File: src/core/bcrm_pkg.sv
// Shared constants for the bus info and ROM map register bank
package bcrm_pkg;
  // Register offsets on the local register port
  localparam logic [7:0] OFF_BUS_ID = 8'h1c;
  localparam logic [7:0] OFF_BUS_OPT = 8'h20;
  localparam logic [7:0] OFF_UID_HI = 8'h24;
  localparam logic [7:0] OFF_UID_LO = 8'h28;
  localparam logic [7:0] OFF_ROM_MAP = 8'h34;
  // Constant bus identification quadlet
  localparam logic [31:0] BUS_ID_VAL = 32'h31333934;
  // Bus options field positions
  localparam int MAX_REC_LSB = 12;
  localparam int GEN_LSB = 6;
  localparam int SPD_LSB = 0;
  // Max receive code 9 means 2^(9+1) = 1024 bytes
  localparam logic [3:0] MAX_REC_RST = 4'h9;
  // Link speed codes
  localparam logic [2:0] SPD_S100 = 3'h0;
  localparam logic [2:0] SPD_S200 = 3'h1;
  localparam logic [2:0] SPD_S400 = 3'h2;
  localparam logic [2:0] SPD_RST = SPD_S400;
  // Map base field position and reset
  localparam int ROM_BASE_LSB = 10;
  localparam logic [21:0] ROM_BASE_RST = 22'h0;
  localparam logic [31:0] UID_RST = 32'h0;
  // Mapped ROM window, 1 KB starting here
  localparam logic [47:0] ROM_WIN_BASE = 48'hffff_f000_0400;
  localparam logic [7:0] ROM_LOCAL_QUADS = 8'h05;
  // Transaction codes seen by the block
  localparam logic [3:0] TC_WR_QUAD = 4'h0;
  localparam logic [3:0] TC_WR_BLK = 4'h1;
  localparam logic [3:0] TC_RD_QUAD = 4'h4;

  // Largest block payload in bytes for a max receive code
  function automatic logic [16:0] bcrm_max_bytes(input logic [3:0] code);
    bcrm_max_bytes = 17'h1 << (code + 4'h1);
  endfunction
endpackage

File: src/core/bcrm_uid_word.sv
// Write-once unique ID word
`timescale 1ns/1ps
module bcrm_uid_word (
  input wire logic ref_clk,
  input wire logic rst_n,
  input wire logic host_wr,
  input wire logic [31:0] host_data,
  input wire logic auto_ld,
  input wire logic [31:0] auto_data,
  output logic [31:0] value,
  output logic loaded
);
  import bcrm_pkg::*;

  typedef struct packed {
    logic [31:0] value;
    logic loaded;
  } bcrm_uid_s;

  bcrm_uid_s cur_ff;
  bcrm_uid_s nxt_cur;

  // Only the first load sticks; soft reset never reaches this word
  always_comb begin
    nxt_cur = cur_ff;
    if (!cur_ff.loaded) begin
      if (auto_ld) begin
        nxt_cur.value = auto_data;
        nxt_cur.loaded = 1'b1;
      end else if (host_wr) begin
        nxt_cur.value = host_data;
        nxt_cur.loaded = 1'b1;
      end
    end
  end

  // Power-on reset leaves the illegal all-zero ID
  always_ff @(posedge ref_clk or negedge rst_n) begin
    if (!rst_n) begin
      cur_ff <= '{value: UID_RST, loaded: 1'b0};
    end else begin
      cur_ff <= nxt_cur;
    end
  end

  assign value = cur_ff.value;
  assign loaded = cur_ff.loaded;

  AST_UID_ONCE: assert property (@(posedge ref_clk) disable iff (!rst_n)
    loaded |=> $stable(value) && loaded)
    else $error("unique ID changed after load");
  AST_UID_TAKE: assert property (@(posedge ref_clk) disable iff (!rst_n)
    !loaded && host_wr && !auto_ld |=> loaded && value == $past(host_data))
    else $error("first unique ID write not taken");
endmodule

File: src/core/bcrm_req_class.sv
// Classifies a remote request against the ROM window and max receive size
`timescale 1ns/1ps
module bcrm_req_class (
  input wire logic [3:0] tcode,
  input wire logic [47:0] offset,
  input wire logic [15:0] blk_len,
  input wire logic [3:0] max_rec,
  input wire logic phys_handled,
  output logic in_rom,
  output logic rom_quad_rd,
  output logic rom_local,
  output logic blk_too_long
);
  import bcrm_pkg::*;

  // Window is exactly 1 KB, so the top 38 bits decide membership
  always_comb begin
    in_rom = offset[47:10] == ROM_WIN_BASE[47:10];
    rom_quad_rd = in_rom && (tcode == TC_RD_QUAD);
    rom_local = offset[9:2] < ROM_LOCAL_QUADS;
    // Physical unit may still take long writes; we then let it answer
    blk_too_long = (tcode == TC_WR_BLK) && !phys_handled
      && ({1'b0, blk_len} > bcrm_max_bytes(max_rec));
  end
endmodule

File: src/core/bcrm_top.sv
// Bus info block, unique ID and configuration ROM mapping registers
//
// Contract
// - Hard reset max_rec 1024 or EEPROM; soft keeps
// - Overlong block write gets ack_type_error unless phys_handled
// - Generation increments when ROM changed since reset
// - Speed codes 100, 200, 400 Mbit/s
// - Hard reset speed 400 or EEPROM value
// - Unprotected speed may be lowered; faster packets rejected
// - Only ROM quadlet reads mapped; others error
// - Host address is base plus low offset
// - Base low ten bits read zero, aligned
// - First five ROM quadlets served locally
// - Hard reset clears unique ID; soft keeps
// - Unique ID accepts one load only
// - Load from local source or firmware write
`timescale 1ns/1ps
module bcrm_top #(
  parameter logic [31:0] ROM_HDR_VAL = 32'h0
) (
  input wire logic ref_clk,
  input wire logic rst_n,
  input wire logic soft_rst,
  input wire logic reg_wr,
  input wire logic reg_rd,
  input wire logic [7:0] reg_addr,
  input wire logic [31:0] reg_wdata,
  output logic [31:0] reg_rdata,
  input wire logic ee_load,
  input wire logic [3:0] ee_max_rec,
  input wire logic [2:0] ee_link_spd,
  input wire logic [31:0] ee_uid_high,
  input wire logic [31:0] ee_uid_low,
  input wire logic spd_write_protect,
  input wire logic bus_reset,
  input wire logic rom_changed,
  input wire logic req_valid,
  input wire logic [3:0] req_tcode,
  input wire logic [47:0] req_offset,
  input wire logic [15:0] req_len,
  input wire logic [2:0] req_speed,
  input wire logic phys_handled,
  output logic rsp_valid,
  output logic [31:0] rsp_data,
  output logic ack_type_err,
  output logic fetch_valid,
  output logic [31:0] fetch_addr,
  output logic speed_reject
);
  import bcrm_pkg::*;

  typedef struct packed {
    logic [3:0] max_rec;
    logic [1:0] gen;
    logic [2:0] spd;
    logic [21:0] rom_base;
    logic rom_dirty;
    logic [31:0] rdata;
    logic rsp_valid;
    logic [31:0] rsp_data;
    logic ack_err;
    logic fetch_valid;
    logic [31:0] fetch_addr;
    logic reject;
  } bcrm_top_s;

  bcrm_top_s cur_ff;
  bcrm_top_s nxt_cur;

  logic [31:0] uid_high;
  logic [31:0] uid_low;
  logic uid_high_loaded;
  logic uid_low_loaded;
  logic in_rom;
  logic rom_quad_rd;
  logic rom_local;
  logic blk_too_long;
  logic wr_busopt;
  logic wr_map;
  logic uid_high_wr;
  logic uid_low_wr;
  logic [31:0] busopt_word;
  logic [2:0] wr_spd;

  // Register write decode
  assign wr_busopt = reg_wr && (reg_addr == OFF_BUS_OPT);
  assign wr_map = reg_wr && (reg_addr == OFF_ROM_MAP);
  assign uid_high_wr = reg_wr && (reg_addr == OFF_UID_HI);
  assign uid_low_wr = reg_wr && (reg_addr == OFF_UID_LO);
  assign wr_spd = reg_wdata[SPD_LSB +: 3];

  // Upper bus option fields live elsewhere and read as zero here
  always_comb begin
    busopt_word = 32'h0;
    busopt_word[MAX_REC_LSB +: 4] = cur_ff.max_rec;
    busopt_word[GEN_LSB +: 2] = cur_ff.gen;
    busopt_word[SPD_LSB +: 3] = cur_ff.spd;
  end

  // Each ID word not yet loaded takes the local source on ee_load, or one host write each
  bcrm_uid_word u_uid_high (
    .ref_clk(ref_clk),
    .rst_n(rst_n),
    .host_wr(uid_high_wr),
    .host_data(reg_wdata),
    .auto_ld(ee_load),
    .auto_data(ee_uid_high),
    .value(uid_high),
    .loaded(uid_high_loaded)
  );

  bcrm_uid_word u_uid_low (
    .ref_clk(ref_clk),
    .rst_n(rst_n),
    .host_wr(uid_low_wr),
    .host_data(reg_wdata),
    .auto_ld(ee_load),
    .auto_data(ee_uid_low),
    .value(uid_low),
    .loaded(uid_low_loaded)
  );

  bcrm_req_class u_class (
    .tcode(req_tcode),
    .offset(req_offset),
    .blk_len(req_len),
    .max_rec(cur_ff.max_rec),
    .phys_handled(phys_handled),
    .in_rom(in_rom),
    .rom_quad_rd(rom_quad_rd),
    .rom_local(rom_local),
    .blk_too_long(blk_too_long)
  );

  // All state moves here; pulses drop after one cycle
  always_comb begin
    nxt_cur = cur_ff;
    nxt_cur.rsp_valid = 1'b0;
    nxt_cur.ack_err = 1'b0;
    nxt_cur.fetch_valid = 1'b0;
    nxt_cur.reject = 1'b0;

    // Host register writes
    if (wr_busopt) begin
      nxt_cur.max_rec = reg_wdata[MAX_REC_LSB +: 4];
      nxt_cur.gen = reg_wdata[GEN_LSB +: 2];
      // Only downward moves to a defined code; protect bit freezes it
      if (!spd_write_protect && wr_spd <= cur_ff.spd && wr_spd <= SPD_S400) begin
        nxt_cur.spd = wr_spd;
      end
    end
    if (wr_map) begin
      nxt_cur.rom_base = reg_wdata[31:ROM_BASE_LSB];
    end
    // Local source values override max_rec and link speed on every ee_load pulse, even over a host write
    if (ee_load) begin
      nxt_cur.max_rec = ee_max_rec;
      nxt_cur.spd = ee_link_spd;
    end

    // A change in the same cycle as a bus reset stays pending for the next
    if (bus_reset) begin
      if (cur_ff.rom_dirty) begin
        nxt_cur.gen = cur_ff.gen + 2'h1;
      end
      nxt_cur.rom_dirty = 1'b0;
    end
    if (rom_changed || wr_map || wr_busopt || uid_high_wr || uid_low_wr || ee_load) begin
      nxt_cur.rom_dirty = 1'b1;
    end

    // Registered read data, unmapped reads give zero
    nxt_cur.rdata = 32'h0;
    if (reg_rd) begin
      unique case (reg_addr)
        OFF_BUS_ID: nxt_cur.rdata = BUS_ID_VAL;
        OFF_BUS_OPT: nxt_cur.rdata = busopt_word;
        OFF_UID_HI: nxt_cur.rdata = uid_high;
        OFF_UID_LO: nxt_cur.rdata = uid_low;
        OFF_ROM_MAP: nxt_cur.rdata = {cur_ff.rom_base, 10'h0};
        default: nxt_cur.rdata = 32'h0;
      endcase
    end

    // Remote request handling, speed check first
    if (req_valid) begin
      if (req_speed > cur_ff.spd) begin
        nxt_cur.reject = 1'b1;
      end else if (in_rom && !rom_quad_rd) begin
        nxt_cur.ack_err = 1'b1;
      end else if (rom_quad_rd && rom_local) begin
        // Header and bus info block never touch host memory
        nxt_cur.rsp_valid = 1'b1;
        unique case (req_offset[4:2])
          3'h0: nxt_cur.rsp_data = ROM_HDR_VAL;
          3'h1: nxt_cur.rsp_data = BUS_ID_VAL;
          3'h2: nxt_cur.rsp_data = busopt_word;
          3'h3: nxt_cur.rsp_data = uid_high;
          3'h4: nxt_cur.rsp_data = uid_low;
          default: nxt_cur.rsp_data = 32'h0;
        endcase
      end else if (rom_quad_rd) begin
        // Aligned base means the sum is a plain concatenation
        nxt_cur.fetch_valid = 1'b1;
        nxt_cur.fetch_addr = {cur_ff.rom_base, req_offset[9:0]};
      end else if (blk_too_long) begin
        nxt_cur.ack_err = 1'b1;
      end
    end

    // Soft reset only drops in-flight pulses; max_rec and link speed kept
    if (soft_rst) begin
      nxt_cur.rsp_valid = 1'b0;
      nxt_cur.ack_err = 1'b0;
      nxt_cur.fetch_valid = 1'b0;
      nxt_cur.reject = 1'b0;
    end
  end

  always_ff @(posedge ref_clk or negedge rst_n) begin
    if (!rst_n) begin
      cur_ff <= '{max_rec: MAX_REC_RST, gen: 2'h0, spd: SPD_RST, rom_base: ROM_BASE_RST,
        rom_dirty: 1'b0, rdata: 32'h0, rsp_valid: 1'b0, rsp_data: 32'h0, ack_err: 1'b0,
        fetch_valid: 1'b0, fetch_addr: 32'h0, reject: 1'b0};
    end else begin
      cur_ff <= nxt_cur;
    end
  end

  assign reg_rdata = cur_ff.rdata;
  assign rsp_valid = cur_ff.rsp_valid;
  assign rsp_data = cur_ff.rsp_data;
  assign ack_type_err = cur_ff.ack_err;
  assign fetch_valid = cur_ff.fetch_valid;
  assign fetch_addr = cur_ff.fetch_addr;
  assign speed_reject = cur_ff.reject;

  AST_GEN_INC: assert property (@(posedge ref_clk) disable iff (!rst_n)
    bus_reset && cur_ff.rom_dirty && !wr_busopt |=> cur_ff.gen == $past(cur_ff.gen) + 2'h1)
    else $error("generation did not advance");
  AST_GEN_HOLD: assert property (@(posedge ref_clk) disable iff (!rst_n)
    bus_reset && !cur_ff.rom_dirty && !wr_busopt |=> $stable(cur_ff.gen))
    else $error("generation moved without ROM change");
  AST_SPD_REJECT: assert property (@(posedge ref_clk) disable iff (!rst_n)
    req_valid && !soft_rst && req_speed > cur_ff.spd |=> speed_reject && !fetch_valid
      && !rsp_valid && !ack_type_err)
    else $error("fast packet not rejected");
  AST_SPD_WP: assert property (@(posedge ref_clk) disable iff (!rst_n)
    wr_busopt && spd_write_protect && !ee_load |=> $stable(cur_ff.spd))
    else $error("protected link speed changed");
  AST_ROM_FETCH: assert property (@(posedge ref_clk) disable iff (!rst_n)
    req_valid && !soft_rst && req_speed <= cur_ff.spd && rom_quad_rd && !rom_local
      |=> fetch_valid && fetch_addr == {$past(cur_ff.rom_base), $past(req_offset[9:0])}
      && fetch_addr[9:0] >= 10'h014)
    else $error("ROM fetch address wrong");
  AST_ROM_LOCAL: assert property (@(posedge ref_clk) disable iff (!rst_n)
    req_valid && !soft_rst && req_speed <= cur_ff.spd && rom_quad_rd && rom_local
      |=> rsp_valid && !fetch_valid)
    else $error("local ROM quadlet fetched from host");
  AST_ROM_NONQ: assert property (@(posedge ref_clk) disable iff (!rst_n)
    req_valid && !soft_rst && req_speed <= cur_ff.spd && in_rom && req_tcode != TC_RD_QUAD
      |=> ack_type_err && !fetch_valid)
    else $error("non-quadlet ROM access not errored");
  AST_BLK_LONG: assert property (@(posedge ref_clk) disable iff (!rst_n)
    req_valid && !soft_rst && req_speed <= cur_ff.spd && !in_rom && req_tcode == TC_WR_BLK
      && !phys_handled && {1'b0, req_len} > bcrm_max_bytes(cur_ff.max_rec) |=> ack_type_err)
    else $error("overlong block write accepted");
  AST_MAXREC_SOFT: assert property (@(posedge ref_clk) disable iff (!rst_n)
    soft_rst && !wr_busopt && !ee_load |=> $stable(cur_ff.max_rec) && $stable(cur_ff.spd))
    else $error("soft reset disturbed max_rec");
  AST_MAP_READ: assert property (@(posedge ref_clk) disable iff (!rst_n)
    reg_rd && reg_addr == OFF_ROM_MAP |=> reg_rdata[9:0] == 10'h0)
    else $error("map base low bits not zero");

  // Remote answers are single pulses and never overlap, so the far side
  // can treat any one of them as the complete reply to its request
  AST_ONE_ANSWER: assert property (@(posedge ref_clk) disable iff (!rst_n)
    $onehot0({rsp_valid, ack_type_err, fetch_valid, speed_reject}))
    else $error("more than one remote answer at once");
  AST_REQ_IDLE: assert property (@(posedge ref_clk) disable iff (!rst_n)
    !req_valid |=> !rsp_valid && !ack_type_err && !fetch_valid && !speed_reject)
    else $error("remote answer without a request");
  AST_OUT_WIN: assert property (@(posedge ref_clk) disable iff (!rst_n)
    req_valid && !soft_rst && req_speed <= cur_ff.spd && !in_rom |=> !fetch_valid && !rsp_valid)
    else $error("request outside ROM window mapped");
  AST_SOFT_QUIET: assert property (@(posedge ref_clk) disable iff (!rst_n)
    soft_rst |=> !rsp_valid && !ack_type_err && !fetch_valid && !speed_reject)
    else $error("answer pulse survived soft reset");
  AST_UID_SOFT: assert property (@(posedge ref_clk) disable iff (!rst_n)
    soft_rst && uid_high_loaded && uid_low_loaded |=> $stable(uid_high) && $stable(uid_low))
    else $error("soft reset disturbed unique ID");
  AST_SPD_UP: assert property (@(posedge ref_clk) disable iff (!rst_n)
    wr_busopt && !ee_load && wr_spd > cur_ff.spd |=> $stable(cur_ff.spd))
    else $error("link speed raised by software");
  AST_SPD_LOWER: assert property (@(posedge ref_clk) disable iff (!rst_n)
    wr_busopt && !ee_load && !spd_write_protect && wr_spd <= cur_ff.spd && wr_spd <= SPD_S400
      |=> cur_ff.spd == $past(wr_spd))
    else $error("permitted link speed write lost");
  AST_EE_LOAD: assert property (@(posedge ref_clk) disable iff (!rst_n)
    ee_load |=> cur_ff.max_rec == $past(ee_max_rec) && cur_ff.spd == $past(ee_link_spd))
    else $error("local source values not loaded");
  AST_UID_EE: assert property (@(posedge ref_clk) disable iff (!rst_n)
    ee_load && !uid_low_loaded |=> uid_low == $past(ee_uid_low) && uid_low_loaded)
    else $error("local unique ID load not taken");
endmodule

File: config.mk
export PLATFORM = sky130hd
export DESIGN_NAME = bcrm_top
export DESIGN_NICKNAME = d
export VERILOG_FILES = /design/src/core/bcrm_pkg.sv /design/src/core/bcrm_uid_word.sv /design/src/core/bcrm_req_class.sv /design/src/core/bcrm_top.sv
export SDC_FILE = /design/constraint.sdc
export NUM_CORES = 1
export LEC_CHECK = 0
export BUFFER_PORTS_ARGS = -buffer_cell sky130_fd_sc_hd__buf_2
export CORE_ASPECT_RATIO = 0.75
export CORE_MARGIN = 1.5
export CORE_UTILIZATION = 50
export CTS_CLUSTER_DIAMETER = 30
export DETAILED_ROUTE_END_ITERATION = 8
export PLACE_DENSITY = 0.88
export SLEW_MARGIN = 40
export SYNTH_ARGS = -nofsm -noshare
export SYNTH_HDL_FRONTEND = slang
export SYNTH_SLANG_ARGS = --single-unit
export TNS_END_PERCENT = 1
File: constraint.sdc
create_clock -name ref_clk -period 2.9 [get_ports ref_clk]
set_input_delay 0.58 -clock ref_clk [delete_from_list [all_inputs] [get_ports ref_clk]]
set_output_delay 0.58 -clock ref_clk [all_outputs]
set_load 0.02 [all_outputs]
Word level (Yosys, flattened, before mapping)

Cells that the tools add are included.
W data, S select, Z words.

Bits in registers: 198
Latch bits: 0
RAM bits: 0
ROM bits: 0
Output and inout port bits: 100
Memories kept: 0

Add/sub/neg operators: 2
$mul: 0
Div/mod/pow operators: 0
Magnitude comparators: 5
Equality and inequality tests: 12
Shifts and indexed selects: 1
Mux-type cells: 31
Bitwise operators: 5
Reduce and logical (&&, ||, !) cells: 29

Operators with widths:

| kind                   | number |
|---|---|
| $mux W33               | 8 |
| $pmux W32 S5           | 1 |
| $pmux W32 S4           | 1 |
| $mux W68               | 1 |
| $mux W67               | 1 |
| $eq A38 B38 Y1 const B | 1 |
| $mux W34               | 1 |
| $eq A8 B6 Y1 const B   | 4 |
| $mux W32               | 1 |
| $gt A16 B17 Y1         | 1 |
| $shl A1 B4 Y17 const A | 1 |
| $logic_and A1 B1 Y1    | 11 |
| $mux W1                | 10 |
| $reduce_bool A2 Y1     | 5 |
| $mux W9                | 1 |
| $eq A8 B5 Y1 const B   | 1 |
| $lt A8 B3 Y1 const B   | 1 |
| $eq A3 B2 Y1 const B   | 2 |
| $mux W2                | 3 |
| $mux W3                | 2 |
| $reduce_and A2 Y1      | 3 |
| $logic_or A1 B1 Y1     | 5 |
| $not A1 Y1             | 5 |
| $reduce_and A5 Y1      | 1 |
| other kinds (12)       | 14 |

Depth between registers and ports, before layout

Gate-level depths: netlist (run 1).

Depth in word-level cells: 11
Mapped depth: 10

By module

From an unflattened synthesis (run 1), not the netlist that was laid out.

Cell total of the unflattened synthesis: 1076
Area total of the unflattened synthesis: 11498.5 um2

By module, submodules not included:

| module         | instances | cells each | area each (um2) |
|---|---|---|---|
| bcrm_top       | 1         | 626        | 6961.7 |
| bcrm_uid_word  | 2         | 182        | 1966.9 |
| bcrm_req_class | 1         | 86         | 603.1 |

Worst setup path after synthesis (run 1)

No wires, ideal clock.

Path kind: input -> register
From: input port req_offset[22]
To: register cur_ff, in the netlist rsp_data[10]
Arrival: 2574 ps
Data required time: 2775 ps
Setup slack: 201 ps
Stages: 7
Path buffers: 1
Path through: or4_4 nor4_4 nand3_2 or3_4 nor2_8 buf_12 mux2_4

Longest elaborated chain between the ends: 6
Elaborated cells on any way between the ends: 7
Those cells by class: 1 x eq/ne; 1 x bitwise; 5 x reduce/logical

Ends and longest elaborated chain:

| element                                | line                 | text |
|---|---|---|
| from (decl)                            | bcrm_top.sv:39       | `input wire logic [47:0] req_offset,` |
| $eq A38 B38 Y1 (*)                     | bcrm_req_class.sv:18 | `in_rom = offset[47:10] == ROM_WIN_BASE[47:10];` |
| $logic_and A1 B1 Y1                    | bcrm_req_class.sv:19 | `rom_quad_rd = in_rom && (tcode == TC_RD_QUAD);` |
| $logic_not A1 Y1                       | bcrm_top.sv:189      | `end else if (in_rom && !rom_quad_rd) begin` |
| $logic_and A1 B1 Y1                    | bcrm_top.sv:189      |  |
| $not A1 Y1 (no source line)            | -                    |  |
| $reduce_and A4 Y1 (no source line) (*) | -                    |  |
| to (signal assigned)                   | bcrm_top.sv:222      | `cur_ff <= '{max_rec: MAX_REC_RST, gen: 2'h0, spd: SPD_RST, rom_base: ROM_BASE_RST,` |
| to (signal assigned)                   | bcrm_top.sv:226      | `cur_ff <= nxt_cur;` |
| to (decl)                              | bcrm_top.sv:67       | `bcrm_top_s cur_ff;` |

Every way passes the cells marked *; elsewhere a longest branch is shown, timed or not.
A chain may end at the register's enable or synchronous reset.

Worst setup path in the final report (run 1)

From: register cur_ff, in the netlist busopt_word[1]
To: register cur_ff, in the netlist rsp_data[31]

Longest elaborated chain between the ends: 3

Ends and longest elaborated chain:

| element                            | line            | text |
|---|---|---|
| $gt A3 B3 Y1                       | bcrm_top.sv:187 | `if (req_speed > cur_ff.spd) begin` |
| $not A1 Y1 (no source line)        | -               |  |
| $reduce_and A4 Y1 (no source line) | -               |  |

No other way between the ends.

==> results.cfg, run 1 <==
[final_layout]
stdcell_count = 1474
syn_to_final_growth_pct = 17.23
mostFrequentLayoutCell = buf_2
drive_above_1_share_pct = 39.50
nNetsFinal = 1393
layout_common_cells = buf_2 (291), dfrtp_1 (195), a22oi_1 (135)
stdcell_area_sq_um = 12380

[clock_network]
cts_tree = yes
ctsHoldBuffers = 0
clkSinkCount = 198
cts_max_level = 4
clk_pin_slew_ns = 0.07
clk_path_buf_depth = 2
worstSkewPairLatency_ns = 0.43
cts_root_buffer = clkbuf_16
cts_inserted_buffers = 17
cts_resized = 0
postCtsSetupBuffers = 0

[pwr]
p_leak_nw = 6.095
ir_worst_vdd_uv = 283.5
power_density_nw_per_um2 = 473.8
power_w = 0.005864

[flow_run]
drv_cap = 0

[global_route]
overflow = 0
grt_max_degree = 79
grt_pass1_vias = 8738
track_usage_pct = 29.89
grt_first_pass_wirelength_um = 49150
antenna_found_initial = 1

[floorplanning]
dieHeight_um = 128.9
ioPinCount = 293
die_width_um = 170.8
core_sq_um = 20490
initial_core_util_pct = 51.52
dieArea_sq_um = 22010
rows = 45

[logic_synthesis]
synth_edf_count = 0
synth_top_family_by_area = compound AO/OA/AOI/OAI gates
syn-cell-area_sq_um = 10560
synthMuxAreaShare_pct = 11.38
ys_types = 58
synth-compound-area-share_pct = 19.73
async_flop_share_pct = 100.0
yosys.area_share.adder_pct = 2.607
synth.avg_cell_area_sq_um = 10.68
synth_warnings = 0
synth_ff_type = dfrtp_1
ys_seq_elements = 198
yosys.area_share.xor_xnor_pct = 0
ys_seq_area_share_pct = 46.96
syn-instance-count = 989
yosys.area_share.simple_pct = 9.089
synth_nets = 1204

[status]
status = completed

[sta]
rsz0062_at_grt = no
min_period_ns = 2.739
final.period_utilization_pct = 94.46
maxSlewHeadroom_pct = 46.50
max_freq_mhz = 365.1
max_slew.worst_pin.slew_ns = 0.8025
setup_viol = 0
setup_ws_ns = 0.1607
slew_viol_final = 0
skew_ns = 0.01373
final-hold-violation-count = 0

[setup_path]
endpoint_kind = register
setup.worst_path.class = register to register
start_kind = register
cp_top_family = simple AND/OR/NAND/NOR gates
worstPathRequired_ns = 3.21
max_stage_delay_ns = 0.58
timing.critical_path.slowest_stage_cell = dfstp_2
arrival_ns = 3.05
cp_num_buf_inv = 2
crit_chain = inv_1 > ha_1 > nor2b_1 > o21ai_0 > a32oi_1 > or3_4 > nor2_8 > buf_12 > mux2_2
critPathMaxFanout = 19

[place]
place_ws_ns = -0.07508
dpl_cell_area_sq_um = 11780
dp.cells = 1441
port_buffers = 292
gp_congestion = 0.8830
hpwl_um = 23860

[route]
drtAntennaViolNets = 0
vias_per_cell = 6.147
dr.pass1.iters = 7
vias = 9060
drt_iter0_markers = 1224
routedWlPerCell_um = 22.25
wl_um = 32790
drc = 0

[worst_hold_path]
hp-class = input port to asynchronous set/reset pin
-- path summary, 6_finish.rpt --
kind | slack [ns] | endpoint | start | cells past startpoint
max in group asynchronous | 1.93 | busopt_word[12] | rst_n | 2
setup reg to reg | 0.16 | rsp_data[31] | busopt_word[1] | 9
min in group ref_clk | 0.35 | busopt_word[2] | ee_link_spd[2] | 3
hold reg to reg | 0.48 | fetch_addr[6] | fetch_addr[6] | 1
hold / removal | 0.18 | rsp_data[22] | rst_n | 1
setup / recovery | 0.16 | rsp_data[31] | busopt_word[1] | 9
-- cell families (layout without fill, tap and decap cells) --
kind of cell	after synthesis	count (layout)
compound gates	311	311
flops	198	198
simple gates	184	184
buf+inv	176	377
mux	98	98
fa+ha+maj	22	22
other cells	0	2
-- power breakdown --
group | total, W | internal, W | leakage [nW] | switching [W]
combinational | 0.000571 | 0.000237 | 3.36 | 0.000334
clock | 0.00240 | 0.00136 | 0.289 | 0.00105
sequential | 0.00289 | 0.00282 | 2.44 | 0.0000675
-- stage by stage --
| stage | utilization (%) | setup TNS (ns) | hold slack (ns) |
|---|---|---|---|
| 2_1_floorplan | - | 0 | 0.2844 |
| 3_3_place_gp | 57.49 | -0.2453 | 0.4727 |
| 3_5_place_dp | 57.49 | -0.7315 | 0.4736 |
| 4_1_cts | 60.34 | 0 | 0.1957 |
| 5_1_grt | 60.38 | 0 | 0.2107 |
| 6_report | 60.40 | 0 | 0.1847 |
-- final cells by class --
type | instances | area (sq um)
Sequential cell | 198 | 4959
Fill cell | 1668 | 8117
Multi-Input combinational cell | 615 | 4561
Timing Repair Buffer | 337 | 1883
Tap cell | 282 | 352.8
Antenna cell | 2 | 5.005
Clock buffer | 19 | 432.9
Inverter | 9 | 33.78
Clock inverter | 12 | 151.4
-- synth_stat cells, drive strengths merged, types with 12 or more instances --
cell type | instances | area share (%)
nor2 | 32 | 1.3
o21ai | 90 | 4.3
nand2 | 68 | 2.4
a22oi | 135 | 9.6
ha | 22 | 2.6
nor2b | 18 | 1.1
a22o | 12 | 1.0
nand3 | 17 | 0.85
clkbuf | 58 | 2.1
mux2i | 12 | 1.1
a222oi | 16 | 1.5
buf | 109 | 7.9
dfrtp | 195 | 46
mux2 | 86 | 10
a21oi | 26 | 1.2
a31oi | 14 | 0.83
-- sequential cells by signal, indices dropped and copies added, names as in the netlist, 9 cells and up --
name	count
cur_ff	23
rsp_data	32
u_uid_high.value	32
fetch_addr	32
u_uid_low.value	32
busopt_word	9
reg_rdata	32
-- layer usage --
metal | vias up | GRT usage (%) | wire length, um
met5 | - | 0 | 0
met4 | 0 | 12.96 | 1158
met3 | 102 | 7.721 | 3701
met2 | 625 | 42.55 | 13820
met1 | 4369 | 42.99 | 14110
li1 | 3964 | - | -
No activity file was read; power rests on OpenSTA's default activity.
==> inputs of run 2 (changes only) <==
--- a/config.mk
+++ b/config.mk
@@ -5,13 +5,14 @@
 export SDC_FILE = /design/constraint.sdc
 export NUM_CORES = 1
 export LEC_CHECK = 0
+export ABC_AREA = 1
 export BUFFER_PORTS_ARGS = -buffer_cell sky130_fd_sc_hd__buf_2
 export CORE_ASPECT_RATIO = 0.75
 export CORE_MARGIN = 1.5
 export CORE_UTILIZATION = 50
 export CTS_CLUSTER_DIAMETER = 30
 export DETAILED_ROUTE_END_ITERATION = 8
-export PLACE_DENSITY = 0.88
+export PLACE_DENSITY = 0.87
 export SLEW_MARGIN = 40
 export SYNTH_ARGS = -nofsm -noshare
 export SYNTH_HDL_FRONTEND = slang
==> results.cfg, run 2 <==
[setup_path]
cp_top_family = buffers and inverters
worstPathRequired_ns = 3.27
crit_chain = inv_1 > ha_1 > nand2_1 > o21ai_1 > a21oi_2 > buf_4 > nand3_2 > buf_4 > nand2_1 > o21ai_1
start_kind = register
setup.worst_path.class = register to register
endpoint_kind = register
max_stage_delay_ns = 0.56
arrival_ns = 2.86
critPathMaxFanout = 50
timing.critical_path.slowest_stage_cell = dfstp_2
cp_num_buf_inv = 3

[clock_network]
clkSinkCount = 198
clk_path_buf_depth = 2
worstSkewPairLatency_ns = 0.45
cts_tree = yes
cts_inserted_buffers = 17
postCtsSetupBuffers = 0
cts_resized = 0
clk_pin_slew_ns = 0.07
ctsHoldBuffers = 0
cts_root_buffer = clkbuf_16
cts_max_level = 4

[worst_hold_path]
hp-class = input port to asynchronous set/reset pin

[logic_synthesis]
synth.top_cell.area_share_pct = 43.61
synth_nets = 1681
async_flop_share_pct = 100.0
syn-instance-count = 1466
ys_seq_area_share_pct = 44.31
synth_ff_type = dfrtp_1
ys_seq_elements = 198
synth.area.top_cells = dfrtp_1 (44%), nand2_1 (17%), buf_4 (6.8%)
synth_warnings = 0
ys_types = 37
synth_common_cells = nand2_1 (497), dfrtp_1 (195), inv_1 (171), buf_4 (101), o21ai_0 (89)
synth_edf_count = 0
netlist.top_cell.by_area = dfrtp_1
synth.avg_cell_area_sq_um = 7.633
syn-cell-area_sq_um = 11190
synth_most_common_cell = nand2_1

[global_route]
grt_max_degree = 81
grt_pass1_vias = 10100
track_usage_pct = 30.22
overflow = 0
antenna_found_initial = 2
grt_first_pass_wirelength_um = 54050

[place]
gp_congestion = 0.9371
hpwl_um = 25750
place_ws_ns = 0.3987
port_buffers = 292
dp.cells = 1922

[final_layout]
stdcell_count = 1955
mostFrequentLayoutCell = nand2_1
syn_to_final_growth_pct = 14.78
nNetsFinal = 1863
drive_above_1_share_pct = 23.80
layout_common_cells = nand2_1 (497), buf_2 (291), dfrtp_1 (195)
fin_util_pct = 58.40

[sta]
final-hold-violation-count = 0
maxSlewHeadroom_pct = 43.33
max_slew.worst_pin.slew_ns = 0.8449
fin_setup_tns_ns = 0
setup_ws_ns = 0.4177
min_period_ns = 2.482
skew_ns = 0.01042
setup_viol = 0
slew_viol_final = 0
rsz0062_at_grt = no
max_freq_mhz = 402.9
final.period_utilization_pct = 85.60

[floorplanning]
rows = 47
dieHeight_um = 132.6
die_width_um = 175.7
core_sq_um = 21990
dieArea_sq_um = 23300
ioPinCount = 293
initial_core_util_pct = 50.88

[route]
dr.pass1.iters = 6
drt_iter0_markers = 1277
vias = 10500
routedWlPerCell_um = 17.86
wl_um = 34920
drc = 0
vias_per_cell = 5.372
drtAntennaViolNets = 0

[pwr]
p_leak_nw = 7.130
ir_worst_vdd_uv = 441.4
power_w = 0.005944
power_density_nw_per_um2 = 462.8

[flow_run]
drv_cap = 0

[status]
status = completed
-- run 2: worst paths after layout --
path	from	end	slack, ns	depth (start not counted)
max in group asynchronous	rst_n	u_uid_low.value[5]	1.97	2
min in group ref_clk	soft_rst	fetch_valid	0.33	2
max reg2reg	busopt_word[1]	fetch_addr[26]	0.42	10
max	busopt_word[1]	fetch_addr[26]	0.42	10
min	rst_n	cur_ff[118]	0.12	1
min reg2reg	rsp_data[21]	rsp_data[21]	0.48	2
-- run 2: cell families after synthesis --
logic type | share of synthesized area [%]
AOI/OAI and AO/OA | 11.91
adders and majority gates | 2.460
buffers and inverters | 15.39
DFF | 44.31
muxes | 2.181
and+or+nand+nor | 23.75
-- run 2: where the power goes --
group / switching, W / total, W / internal, W
sequential: 0.0000361 / 0.00283 / 0.00280
combinational: 0.000371 / 0.000595 / 0.000224
clock: 0.00109 / 0.00252 / 0.00143
total: 0.00150 / 0.00594 / 0.00445
-- run 2: layout make-up --
type | instances | area [sq um]
clock inverter | 11 | 147.6
sequential | 198 | 4959
multi-input combinational | 933 | 4522
clock buffer | 20 | 466.7
antenna | 1 | 2.502
fill | 2006 | 9150
inverter | 178 | 673.1
timing repair buffer | 320 | 1705
tap | 294 | 367.9
-- run 2: per-layer routing --
layer / global-route usage, % / share of wire, % / vias up
li1: - / - / 4906
met1: 42.01 / 43 / 4910
met2: 46.09 / 44 / 600
met3: 8.161 / 11 / 84
met4: 9.259 / 2.5 / 2
met5: 0 / 0.032 / -
-- run 2: metrics by stage --
| stage | hold WS, ns | instance area (sq um) |
|---|---|---|
| finish | 0.1214 | 12840 |
| global route | 0.1709 | 12840 |
| CTS | 0.1559 | 12820 |
| detailed placement | 0.4603 | 12210 |
| global placement | 0.4614 | 12210 |
| floorplan | 0.2844 | 11190 |
==> inputs of run 3 (changes only) <==
--- a/config.mk
+++ b/config.mk
@@ -12,7 +12,7 @@
 export CORE_UTILIZATION = 50
 export CTS_CLUSTER_DIAMETER = 30
 export DETAILED_ROUTE_END_ITERATION = 8
-export PLACE_DENSITY = 0.87
+export PLACE_DENSITY_LB_ADDON = 0.05
 export SLEW_MARGIN = 40
 export SYNTH_ARGS = -nofsm -noshare
 export SYNTH_HDL_FRONTEND = slang
==> results.cfg, run 3 (same netlist as run 2, synthesis figures left out) <==
[floorplanning]
die_width_um = 175.7
core_sq_um = 21990
dieArea_sq_um = 23300
initial_core_util_pct = 50.88
ioPinCount = 293
rows = 47
dieHeight_um = 132.6

[setup_path]
critPathMaxFanout = 33
endpoint_kind = register
setup.worst_path.class = register to register
start_kind = register
worstPathRequired_ns = 3.28
cp-startpoint = busopt_word[2]
cp_top_family = buffers and inverters
crit_chain = inv_1 > ha_1 > a21oi_1 > o21ai_1 > a21oi_2 > nand3_2 > buf_12 > inv_1 > nand2_1 > nand2_1
arrival_ns = 2.85
r2r_start = busopt_word[2]
cp_num_buf_inv = 3
max_stage_delay_ns = 0.39
timing.critical_path.slowest_stage_cell = dfrtp_1

[final_layout]
stdcell_area_sq_um = 12810
drive_above_1_share_pct = 23.63
mostFrequentLayoutCell = nand2_1
layout_common_cells = nand2_1 (497), buf_2 (291), dfrtp_1 (195)
nNetsFinal = 1861
fill_cells = 2130
syn_to_final_growth_pct = 14.47

[place]
port_buffers = 292
gp_congestion = 0.8799
hpwl_um = 25220
dpl_cell_area_sq_um = 12250

[route]
vias = 10010
drt_iter0_markers = 841
drc = 0
drtAntennaViolNets = 0
routedWlPerCell_um = 17.24
dr.pass1.iters = 5
wl_um = 33760
vias_per_cell = 5.111

[pwr]
p_leak_nw = 7.087
power_density_nw_per_um2 = 443.3
ir_worst_vdd_uv = 289.8

[clock_network]
cts_tree = yes
clkSinkCount = 198
worstSkewPairLatency_ns = 0.44
cts_resized = 0
cts_root_buffer = clkbuf_16
clk_pin_slew_ns = 0.08
postCtsSetupBuffers = 0
cts_inserted_buffers = 17
clk_path_buf_depth = 2
cts_max_level = 4
ctsHoldBuffers = 0

[sta]
fin_setup_tns_ns = 0
final-hold-violation-count = 0
maxSlewHeadroom_pct = 47.30
max_freq_mhz = 404.0
max_slew.worst_pin.slew_ns = 0.7885
setup_viol = 0
final.period_utilization_pct = 85.36
min_period_ns = 2.475
slew_viol_final = 0
skew_ns = 0.01651
rsz0062_at_grt = no

[flow_run]
drv_cap = 0

[global_route]
grt_first_pass_wirelength_um = 52270
grt_pass1_vias = 9380
antenna_found_initial = 7
overflow = 0
grt_max_degree = 66
track_usage_pct = 29.62

[status]
status = completed

[worst_hold_path]
hp-class = input port to asynchronous set/reset pin
## run 3: changes by cell type in the layout (fill, tap and decap cells not counted), sizes merged
| cell | previous run | this run |
|---|---|---|
| clkinvlp | 0 | 3 |
| clkbuf | 21 | 20 |
| buf | 319 | 317 |
| bufinv | 3 | 0 |
| diode | 1 | 6 |
| inv | 178 | 183 |
| clkinv | 8 | 5 |
## run 3: layout make-up
type / instances / area, sq um / area share [%]
diodes: 6 / 15.01 / 0.1172
multi-input cells: 933 / 4522 / 35.30
flip-flops and latches: 198 / 4959 / 38.71
well taps: 294 / 367.9 / 2.872
clock inverters: 13 / 111.4 / 0.8694
inverters: 178 / 673.1 / 5.255
repair buffers: 318 / 1728 / 13.49
clock buffers: 19 / 432.9 / 3.380
## run 3: path summary, 6_finish.rpt
check | endpoint | slack (ns) | depth (start not counted)
worst min-delay path | rsp_data[25] | 0.14 | 1
worst max register to register | rsp_data[11] | 0.42 | 10
worst max-delay path | rsp_data[11] | 0.42 | 10
max in group asynchronous | u_uid_low.value[17] | 1.98 | 2
min in group ref_clk | busopt_word[2] | 0.33 | 3
worst min register to register | u_uid_low.value[26] | 0.48 | 2
## run 3: power by group
part           switching [W]  internal (W)  leakage, nW  total (W)
logic               0.000357      0.000222         4.29   0.000579
registers          0.0000395       0.00279         2.53    0.00283
clock network        0.00114       0.00113        0.259    0.00226
## run 3: layer usage
| metal | share of wire, % | global-route usage (%) | up-vias | routed length (um) |
|---|---|---|---|---|
| met5 | 0.033 | 0 | - | 11 |
| met4 | 1.7 | 8.689 | 2 | 572 |
| met3 | 8.3 | 5.805 | 35 | 2798 |
| met2 | 43 | 43.59 | 422 | 14520 |
| met1 | 47 | 44.14 | 4661 | 15860 |
| li1 | - | - | 4892 | - |
## run 3: worst reg2reg max path, stage by stage, from the launching register on
cell and delay, ns:
dfrtp_1 0.39, inv_1 0.25, ha_1 0.33, a21oi_1 0.15, o21ai_1 0.10, a21oi_2 0.26, nand3_2 0.29, buf_12 0.27
inv_1 0.23, nand2_1 0.09, nand2_1 0.06
## run 3: metrics by stage
stage / power, W / setup WS, ns / instances / util, % / hold WS, ns
final: 0.005677 / 0.4245 / 1959 / 58.24 / 0.1360
after global routing: 0.005877 / 0.2000 / 1957 / 58.21 / 0.1700
after CTS: 0.005697 / 0.4345 / 1953 / 58.17 / 0.1524
after detailed placement: 0.003467 / 0.3902 / 1921 / 55.69 / 0.4688
after global placement: 0.003459 / 0.4200 / 1921 / 55.69 / 0.4630
after floorplan: 0.003143 / 0.8409 / 1466 / - / 0.2844
